## src/inc/dial_pkg.sv

```systemverilog
// Purpose: constants for the call-setup dial and handshake block
// Assumes: 25 MHz MCLK, interval counts in dial ticks
// Notes:   tick period is a fixed localparam, the same in simulation
package dial_pkg;
   localparam int          CLK_HZ            = 25_000_000;
   localparam int          TICK_US           = 125;
   localparam int          TICK_CYC          = (CLK_HZ / 1_000_000) * TICK_US;
   localparam logic [2:0]  MODE_STANDBY      = 3'h0;
   localparam logic [2:0]  MODE_DIAL         = 3'h3;
   localparam int          DIGIT_LSB         = 0;
   localparam int          DIGIT_W           = 4;
   localparam int          CFG_MANUAL_BIT    = 10;
   localparam int          TRN_FORCE16_BIT   = 3;
   localparam int          TRN_USB1_BIT      = 5;
   localparam int          TRN_S1_BIT        = 6;
   localparam int          TRN_SB1_BIT       = 7;
   localparam int          MSTAT_HOOK_BIT    = 2;
   localparam logic [2:0]  TX_SILENCE        = 3'h0;
   localparam logic [2:0]  TX_USB1_1200      = 3'h1;
   localparam logic [2:0]  TX_S1             = 3'h2;
   localparam logic [2:0]  TX_SB1_1200       = 3'h3;
   localparam logic [2:0]  TX_SB1_2400       = 3'h4;
   localparam logic [2:0]  TX_DATA_1200      = 3'h5;
   localparam logic [2:0]  TX_DATA_2400      = 3'h6;
   localparam logic [2:0]  TX_TONE_2225      = 3'h7;
   localparam logic [3:0]  DIGIT_STAR        = 4'hA;
   localparam logic [3:0]  DIGIT_HASH        = 4'hB;
   localparam logic [15:0] LEVEL_SUM_MAX     = 16'h7800;
   localparam logic [15:0] PULSE_MAKE_NA     = 16'h024A;
   localparam logic [15:0] PULSE_BREAK_NA    = 16'h0176;
   localparam logic [16:0] PULSE_PAUSE_NA    = 17'h01C20;
   localparam logic [3:0]  DTMF_LOW_ROW_RST  = 4'h0;
endpackage

```

## src/logic/dial_tick.sv

```systemverilog
// Purpose: interval timebase for dial sequencing
// Assumes: single clock, synchronous active-low reset
// Notes:   one-cycle pulse every TICKS cycles
`timescale 1ns/1ns
`default_nettype none
module dial_tick #(
   parameter int TICKS = 3125
) (
   input  wire logic clk,
   input  wire logic rst_n,
   input  wire logic run,
   output logic      tick
);
   logic [15:0] cnt_r;

   always_ff @(posedge clk) begin
      if (!rst_n || !run) begin
         cnt_r <= 16'h0000;
         tick  <= 1'b0;
      end else if (cnt_r == 16'(TICKS - 1)) begin
         cnt_r <= 16'h0000;
         tick  <= 1'b1;
      end else begin
         cnt_r <= cnt_r + 16'h0001;
         tick  <= 1'b0;
      end
   end
endmodule
`default_nettype wire

```

## src/logic/call_setup.sv

```systemverilog
// Purpose: dial sequencer and manual handshake signal path of a data pump
// Assumes: host drives control bits as plain ports, synchronous to MCLK
// Notes:   tone and modem signal synthesis lie outside; this block selects them
`timescale 1ns/1ns
`default_nettype none
module call_setup
   import dial_pkg::*;
(
   input  wire logic        MCLK,
   input  wire logic        RSTN,
   input  wire logic [2:0]  MODE,
   input  wire logic        TX_REQUEST_BIT,
   input  wire logic        TIMED_DIAL_SELECT,
   input  wire logic        TONE_DIAL_SELECT,
   input  wire logic [3:0]  DIGIT,
   input  wire logic [15:0] FIRST_INTERVAL_COUNT,
   input  wire logic [15:0] SECOND_INTERVAL_COUNT,
   input  wire logic [16:0] INTERDIGIT_PAUSE_COUNT,
   input  wire logic [15:0] CONFIG_WORD,
   input  wire logic [2:0]  TX_SIGNAL_SELECT,
   input  wire logic        SIXTEEN_POINT_DECISION,
   input  wire logic        RX_USB1,
   input  wire logic        RX_S1,
   input  wire logic        RX_SB1,
   input  wire logic        RX_READY,
   input  wire logic        RX_DATA_IN,
   output logic             PUMP_BUSY_FLAG,
   output logic             HOOK_CONTROL_OUTPUT,
   output logic             LINE_SEIZED_FLAG,
   output logic             TONE_ON,
   output logic [3:0]       TONE_DIGIT,
   output logic             TONE_ROW_OK,
   output logic [2:0]       TX_SIGNAL,
   output logic [7:0]       TRAINING_STATUS,
   output logic             FORCE_SIXTEEN,
   output logic             RX_DATA_OUT
);
   import dial_pkg::*;

   typedef enum logic [2:0] {ST_IDLE, ST_FIRST, ST_SECOND, ST_PAUSE, ST_DONE} dial_state_type;

   dial_state_type dial_r;
   dial_state_type dial_nxt;
   logic [16:0]    cnt_r;
   logic [2:0]     rx_s1_r;
   logic [2:0]     rx_s2_r;
   logic [1:0]     rdy_sync_r;
   logic [1:0]     rxd_sync_r;
   logic           req_prev_r;
   logic           hold_mark_r;
   logic           tick;
   logic           dial_mode;
   logic           timed;
   logic           req_rise;
   logic           count_done;
   logic [15:0]    cfg_prev_r;

   function automatic logic valid_digit(input logic [3:0] d);
      // Every code maps to a key: 0-9, star, hash, A-D
      valid_digit = (d <= DIGIT_HASH) || (d > DIGIT_HASH);
   endfunction

   dial_tick #(.TICKS(TICK_CYC)) u_tick (
      .clk   (MCLK),
      .rst_n (RSTN),
      .run   (dial_r != ST_IDLE && dial_r != ST_DONE),
      .tick  (tick)
   );

   assign dial_mode  = (MODE == MODE_DIAL);
   assign timed      = TIMED_DIAL_SELECT || !TONE_DIAL_SELECT;
   assign req_rise   = TX_REQUEST_BIT && !req_prev_r;
   assign count_done = tick && (cnt_r <= 17'h00001);

   always_ff @(posedge MCLK) begin
      if (!RSTN) begin
         req_prev_r <= 1'b0;
      end else begin
         req_prev_r <= TX_REQUEST_BIT;
      end
   end

   // Timed tone and pulse share one make/break sequencer; only pulse runs the pause
   always_comb begin
      dial_nxt = dial_r;
      unique case (dial_r)
         ST_IDLE: begin
            if (dial_mode && timed && req_rise) begin
               dial_nxt = ST_FIRST;
            end
         end
         ST_FIRST: begin
            if (!dial_mode) begin
               dial_nxt = ST_IDLE;
            end else if (count_done) begin
               dial_nxt = ST_SECOND;
            end
         end
         ST_SECOND: begin
            if (!dial_mode) begin
               dial_nxt = ST_IDLE;
            end else if (count_done) begin
               dial_nxt = TONE_DIAL_SELECT ? ST_DONE : ST_PAUSE;
            end
         end
         ST_PAUSE: begin
            if (!dial_mode || count_done) begin
               dial_nxt = ST_DONE;
            end
         end
         ST_DONE: begin
            if (!TX_REQUEST_BIT || !dial_mode) begin
               dial_nxt = ST_IDLE; // wait for host to drop request
            end
         end
      endcase
   end

   always_ff @(posedge MCLK) begin
      if (!RSTN) begin
         dial_r <= ST_IDLE;
         cnt_r  <= 17'h00000;
      end else begin
         dial_r <= dial_nxt;
         if (dial_r != dial_nxt) begin
            unique case (dial_nxt)
               ST_FIRST:  cnt_r <= {1'b0, FIRST_INTERVAL_COUNT};
               ST_SECOND: cnt_r <= {1'b0, SECOND_INTERVAL_COUNT};
               ST_PAUSE:  cnt_r <= INTERDIGIT_PAUSE_COUNT;
               default:   cnt_r <= 17'h00000;
            endcase
         end else if (tick && cnt_r != 17'h00000) begin
            cnt_r <= cnt_r - 17'h00001;
         end
      end
   end

   always_ff @(posedge MCLK) begin
      if (!RSTN) begin
         PUMP_BUSY_FLAG <= 1'b0;
      end else begin
         PUMP_BUSY_FLAG <= (dial_nxt == ST_FIRST) || (dial_nxt == ST_SECOND)
                           || (dial_nxt == ST_PAUSE);
      end
   end

   // Tone pair: continuous follows request, timed follows make phase
   always_ff @(posedge MCLK) begin
      if (!RSTN) begin
         TONE_ON     <= 1'b0;
         TONE_DIGIT  <= 4'h0;
         TONE_ROW_OK <= 1'b0;
      end else begin
         TONE_DIGIT  <= DIGIT[DIGIT_LSB +: DIGIT_W];
         TONE_ROW_OK <= valid_digit(DIGIT);
         if (!dial_mode || !TONE_DIAL_SELECT) begin
            TONE_ON <= 1'b0;
         end else if (!TIMED_DIAL_SELECT) begin
            TONE_ON <= TX_REQUEST_BIT;
         end else begin
            TONE_ON <= (dial_nxt == ST_FIRST);
         end
      end
   end

   // Pulse: break phase opens the loop; hook held seized otherwise, released while in reset
   always_ff @(posedge MCLK) begin
      if (!RSTN) begin
         HOOK_CONTROL_OUTPUT <= 1'b0;
         LINE_SEIZED_FLAG    <= 1'b0;
      end else begin
         HOOK_CONTROL_OUTPUT <= !(dial_mode && !TONE_DIAL_SELECT && dial_nxt == ST_SECOND);
         LINE_SEIZED_FLAG    <= !(dial_mode && !TONE_DIAL_SELECT && dial_nxt == ST_SECOND);
      end
   end

   // Detect flags come from the demodulator clock region, so synchronise
   always_ff @(posedge MCLK) begin
      if (!RSTN) begin
         rx_s1_r    <= 3'h0;
         rx_s2_r    <= 3'h0;
         rdy_sync_r <= 2'h0;
         rxd_sync_r <= 2'h3;
      end else begin
         rx_s1_r    <= {RX_SB1, RX_S1, RX_USB1};
         rx_s2_r    <= rx_s1_r;
         rdy_sync_r <= {rdy_sync_r[0], RX_READY};
         rxd_sync_r <= {rxd_sync_r[0], RX_DATA_IN};
      end
   end

   always_ff @(posedge MCLK) begin
      if (!RSTN) begin
         TRAINING_STATUS <= 8'h00;
         FORCE_SIXTEEN   <= 1'b0;
      end else begin
         TRAINING_STATUS                  <= 8'h00;
         TRAINING_STATUS[2:0]             <= TX_SIGNAL_SELECT;
         TRAINING_STATUS[TRN_FORCE16_BIT] <= SIXTEEN_POINT_DECISION;
         TRAINING_STATUS[TRN_USB1_BIT]    <= rx_s2_r[0];
         TRAINING_STATUS[TRN_S1_BIT]      <= rx_s2_r[1];
         TRAINING_STATUS[TRN_SB1_BIT]     <= rx_s2_r[2];
         FORCE_SIXTEEN                    <= SIXTEEN_POINT_DECISION;
      end
   end

   // Manual mode passes only the host's selection; otherwise silence here
   always_ff @(posedge MCLK) begin
      if (!RSTN) begin
         TX_SIGNAL <= TX_SILENCE;
      end else if (CONFIG_WORD[CFG_MANUAL_BIT]) begin
         TX_SIGNAL <= TX_SIGNAL_SELECT;
      end else begin
         TX_SIGNAL <= TX_SILENCE;
      end
   end

   // Any config value change rearms the mark hold until receiver reports ready
   always_ff @(posedge MCLK) begin
      if (!RSTN) begin
         cfg_prev_r  <= 16'h0000;
         hold_mark_r <= 1'b1;
         RX_DATA_OUT <= 1'b1;
      end else begin
         cfg_prev_r <= CONFIG_WORD;
         if (CONFIG_WORD != cfg_prev_r) begin
            hold_mark_r <= 1'b1;
         end else if (rdy_sync_r[1]) begin
            hold_mark_r <= 1'b0;
         end
         // Mark from the change edge itself, not one cycle late
         RX_DATA_OUT <= (hold_mark_r || CONFIG_WORD != cfg_prev_r) ? 1'b1 : rxd_sync_r[1];
      end
   end
endmodule
`default_nettype wire

```

## config.mk

```make
export PLATFORM = sky130hd
export DESIGN_NAME = call_setup
export DESIGN_NICKNAME = d
export VERILOG_FILES = /design/src/inc/dial_pkg.sv /design/src/logic/dial_tick.sv /design/src/logic/call_setup.sv
export SDC_FILE = /design/constraint.sdc
export NUM_CORES = 1
export LEC_CHECK = 0
export BUFFER_PORTS_ARGS = -buffer_cell sky130_fd_sc_hd__clkbuf_2
export CAP_MARGIN = 10
export CORE_ASPECT_RATIO = 1.25
export CORE_UTILIZATION = 30
export DETAILED_ROUTE_END_ITERATION = 8
export SYNTH_ARGS = -nofsm -noshare
export SYNTH_HDL_FRONTEND = slang
export SYNTH_SLANG_ARGS = --single-unit
export TNS_END_PERCENT = 100
```

## constraint.sdc

```tcl
create_clock -name MCLK -period 2.8 [get_ports MCLK]
set_input_delay 0.14 -clock MCLK [delete_from_list [all_inputs] [get_ports MCLK]]
set_output_delay 0.14 -clock MCLK [all_outputs]
set_load 0.05 [all_outputs]
```

==> impl_metrics.yaml <==
route:
  highest_layer: "met4"
  met3_length_um: 395
  first_pass_iters: 4
  met2_length_um: 4870
  wl_per_cell_um: 13.0
  drt_iter0_drc: 150
  met1_length_um: 3950
  drcViolationCount: 0
  route.vias.total: 3473
  postRouteAntennaNets: 0
  routed_wl_um: 9480
  via_per_inst: 4.76
power_and_ir_drop:
  p_switching_mw: 0.690
  p_comb_frac: 0.105
  swShare: 0.242
  peakVddDrop_uv: 319
  clockPowerShare: 0.457
  power.leakage_nw: 2.22
  power_density_mw_per_mm2: 554
  p_seq_frac: 0.438
  p_int_mw: 2.16
die:
  io_pins: 108
  start_util: 0.312
  die_y_um: 131
  core_mm2: 0.0128
  dieArea_mm2: 0.0138
  fp.dieW_um: 105
  row_count: 46
sta:
  slew_headroom: 0.552
  period_minus_slack_ns: 2.66
  clock_skew_ns: 0.00588
  slew_violations: 0
  worst_pin_slew_ns: 0.663
  setup_viol: 0
  fin_crit_sh: 0.950
  clock.fmax_mhz: 376
  hold_viol_final: 0
place:
  dp_hpwl_um: 7180
  dpl.cell_count: 708
  portBuffers: 106
  place.gp.congestion: 0.870
  place_area_mm2: 0.00473
cells_and_area:
  stdcell_area_mm2: 0.00514
  area_delta_synth_final_pct: 28.4
  n_antenna_cell: 0
  final_util: 0.401
  final_net_count: 648
  stdcell_count: 730
  final_common_cell: "clkbuf_2"
  drive_gt1_frac: 0.270
  final_cell_mix: "clkbuf_2, dfxtp_1, nor2_1, and2_1, nand2_1"
synth:
  syn_area_per_cell_um2: 9.06
  ys_types: 60
  yosysTopAreaCell: "dfxtp_1"
  synth_top_flop_cell: "dfxtp_1"
  synth.yosys.seq_area_share: 0.420
  synth_nets: 533
  synth-edff-count: 0
  synth_area_leaders: "dfxtp_1, and2_1, xnor2_1, nor2_1, mux2i_1"
  synth_area_mm2: 0.00400
  synth.ff_latch_count: 84
  ys_warn_count: 0
  async_reset_ff_frac: 0
  synth_top_area_share: 0.420
  syn-instance-count: 442
hold_path:
  hp-class: "in2reg"
worst_setup_path:
  worst-path-max-fanout: 11
  setup.worst_path.end_class: "flip-flop"
  crit_type: "reg2reg"
  crit_path_start_kind: "flip-flop"
  required_ns: 3.02
  worstPathArrival_ns: 2.88
clock_tree:
  numCtsBuffers: 9
  clk_path_buf_depth: 2
  post_cts_buffers: 0
  clk_pin_slew_worst_paths_ns: 0.06
  cts_tree: "done"
  clock_latency_ns: 0.34
  clockRootBuffer: "clkbuf_16"
  clock-sinks: 84
  ctsHtreeMaxLevel: 3
grt:
  grt_max_degree: 33
  grt.total_usage: 0.142
  antenna_found_initial: 0
  grt-ovfl-total: 0
  grt_pass1_vias: 3504
  grt_pass1_wl_um: 15900
run:
  drv_cap: 0
outcome:
  status: "complete, no violations"
## flip-flops by register name, summed over array words and instances (netlist names), 2 cells and up
name	flops
cnt_r	17
cfg_prev_r	16
u_tick.cnt_r	16
TRAINING_STATUS	7
TONE_DIGIT	4
TX_SIGNAL	3
dial_r	3
rx_s1_r	3
rx_s2_r	3
rdy_sync_r	2
rxd_sync_r	2
## metal layers
metal	GRT usage	vias up
li1	-	1769
met1	0.152	1578
met2	0.259	99
met3	0.0322	27
met4	0.0720	0
met5	0	-
## logic make-up after synthesis
logic type,count (synthesis),synth area share
multiplexers,18,0.0481
flip-flops,84,0.420
XOR/XNOR,39,0.0853
other,1,0.000937
AND/OR/NAND/NOR,196,0.266
AO/OA/AOI/OAI,67,0.123
buffers and inverters,32,0.0413
adder cells (fa/ha/maj),5,0.0156
## synth_stat cells (all sizes together) (6+ instances only)
cell type and n:
nor2b 6, dfxtp 84, buf 12, xnor2 24, inv 10, and2 39, o21ai 10, nand4 6
nand2 28, nor3 13, xor2 15, nor2 50, and3 7, nand3 15, a21oi 13, o22ai 8
o2bb2ai 7, nor4 8, mux2i 18, clkbuf 10
## final timing paths
kind	depth (start not counted)	endpoint	slack (ns)	start
min	2	rdy_sync_r[0]	0.01	RX_READY
min reg2reg	1	hold_mark_r	0.40	rdy_sync_r[1]
max reg2reg	9	cnt_r[5]	0.14	cnt_r[6]
max	9	cnt_r[5]	0.14	cnt_r[6]
## layout make-up
class / instances / area, µm²
well taps: 168 / 210
multi-input cells: 326 / 2170
inverters: 10 / 37.5
fillers: 1254 / 7690
clock inverters: 7 / 105
flip-flops and latches: 84 / 1680
clock buffers: 9 / 225
repair buffers: 126 / 708
## power groups by stage
stage | logic, mW | clock network (mW) | registers (mW)
finish | 0.299 | 1.30 | 1.25
global route | 0.329 | 1.40 | 1.25
CTS | 0.300 | 1.34 | 1.25
detailed placement | 0.292 | 0 | 1.28
global placement | 0.288 | 0 | 1.27
floorplan | 0.144 | 0 | 1.31
## stage by stage
stage | hold slack (ns) | power [mW] | TNS, ns | setup WS, ns
6_report | 0.0125 | 2.85 | 0 | 0.139
5_1_grt | 0.00951 | 2.98 | -0.186 | -0.0705
4_1_cts | 0.00163 | 2.88 | 0 | 0.111
3_5_place_dp | 0.329 | 1.57 | 0 | 0.132
3_3_place_gp | 0.337 | 1.56 | 0 | 0.141
2_1_floorplan | 0.168 | 1.45 | 0 | 0.530
## worst max-delay path: stages, from the launching register on
cell       delay, ns
dfxtp_1         0.34
nor3_1          0.39
o2111ai_2       0.23
or2_4           0.31
mux2i_4         0.31
o2111a_2        0.25
buf_4           0.18
nand2_2         0.15
a31oi_1         0.27
o22ai_1         0.11
## repair_timing
| action | in CTS | in global routing |
|---|---|---|
| hold buffers | 6 | 0 |
| endpoints found under the setup margin | 0 | 4 |
| hold endpoints to repair | 6 | 0 |
| gates resized for setup | 0 | 5 |
Note: power is estimated with default switching activity, not from simulation.
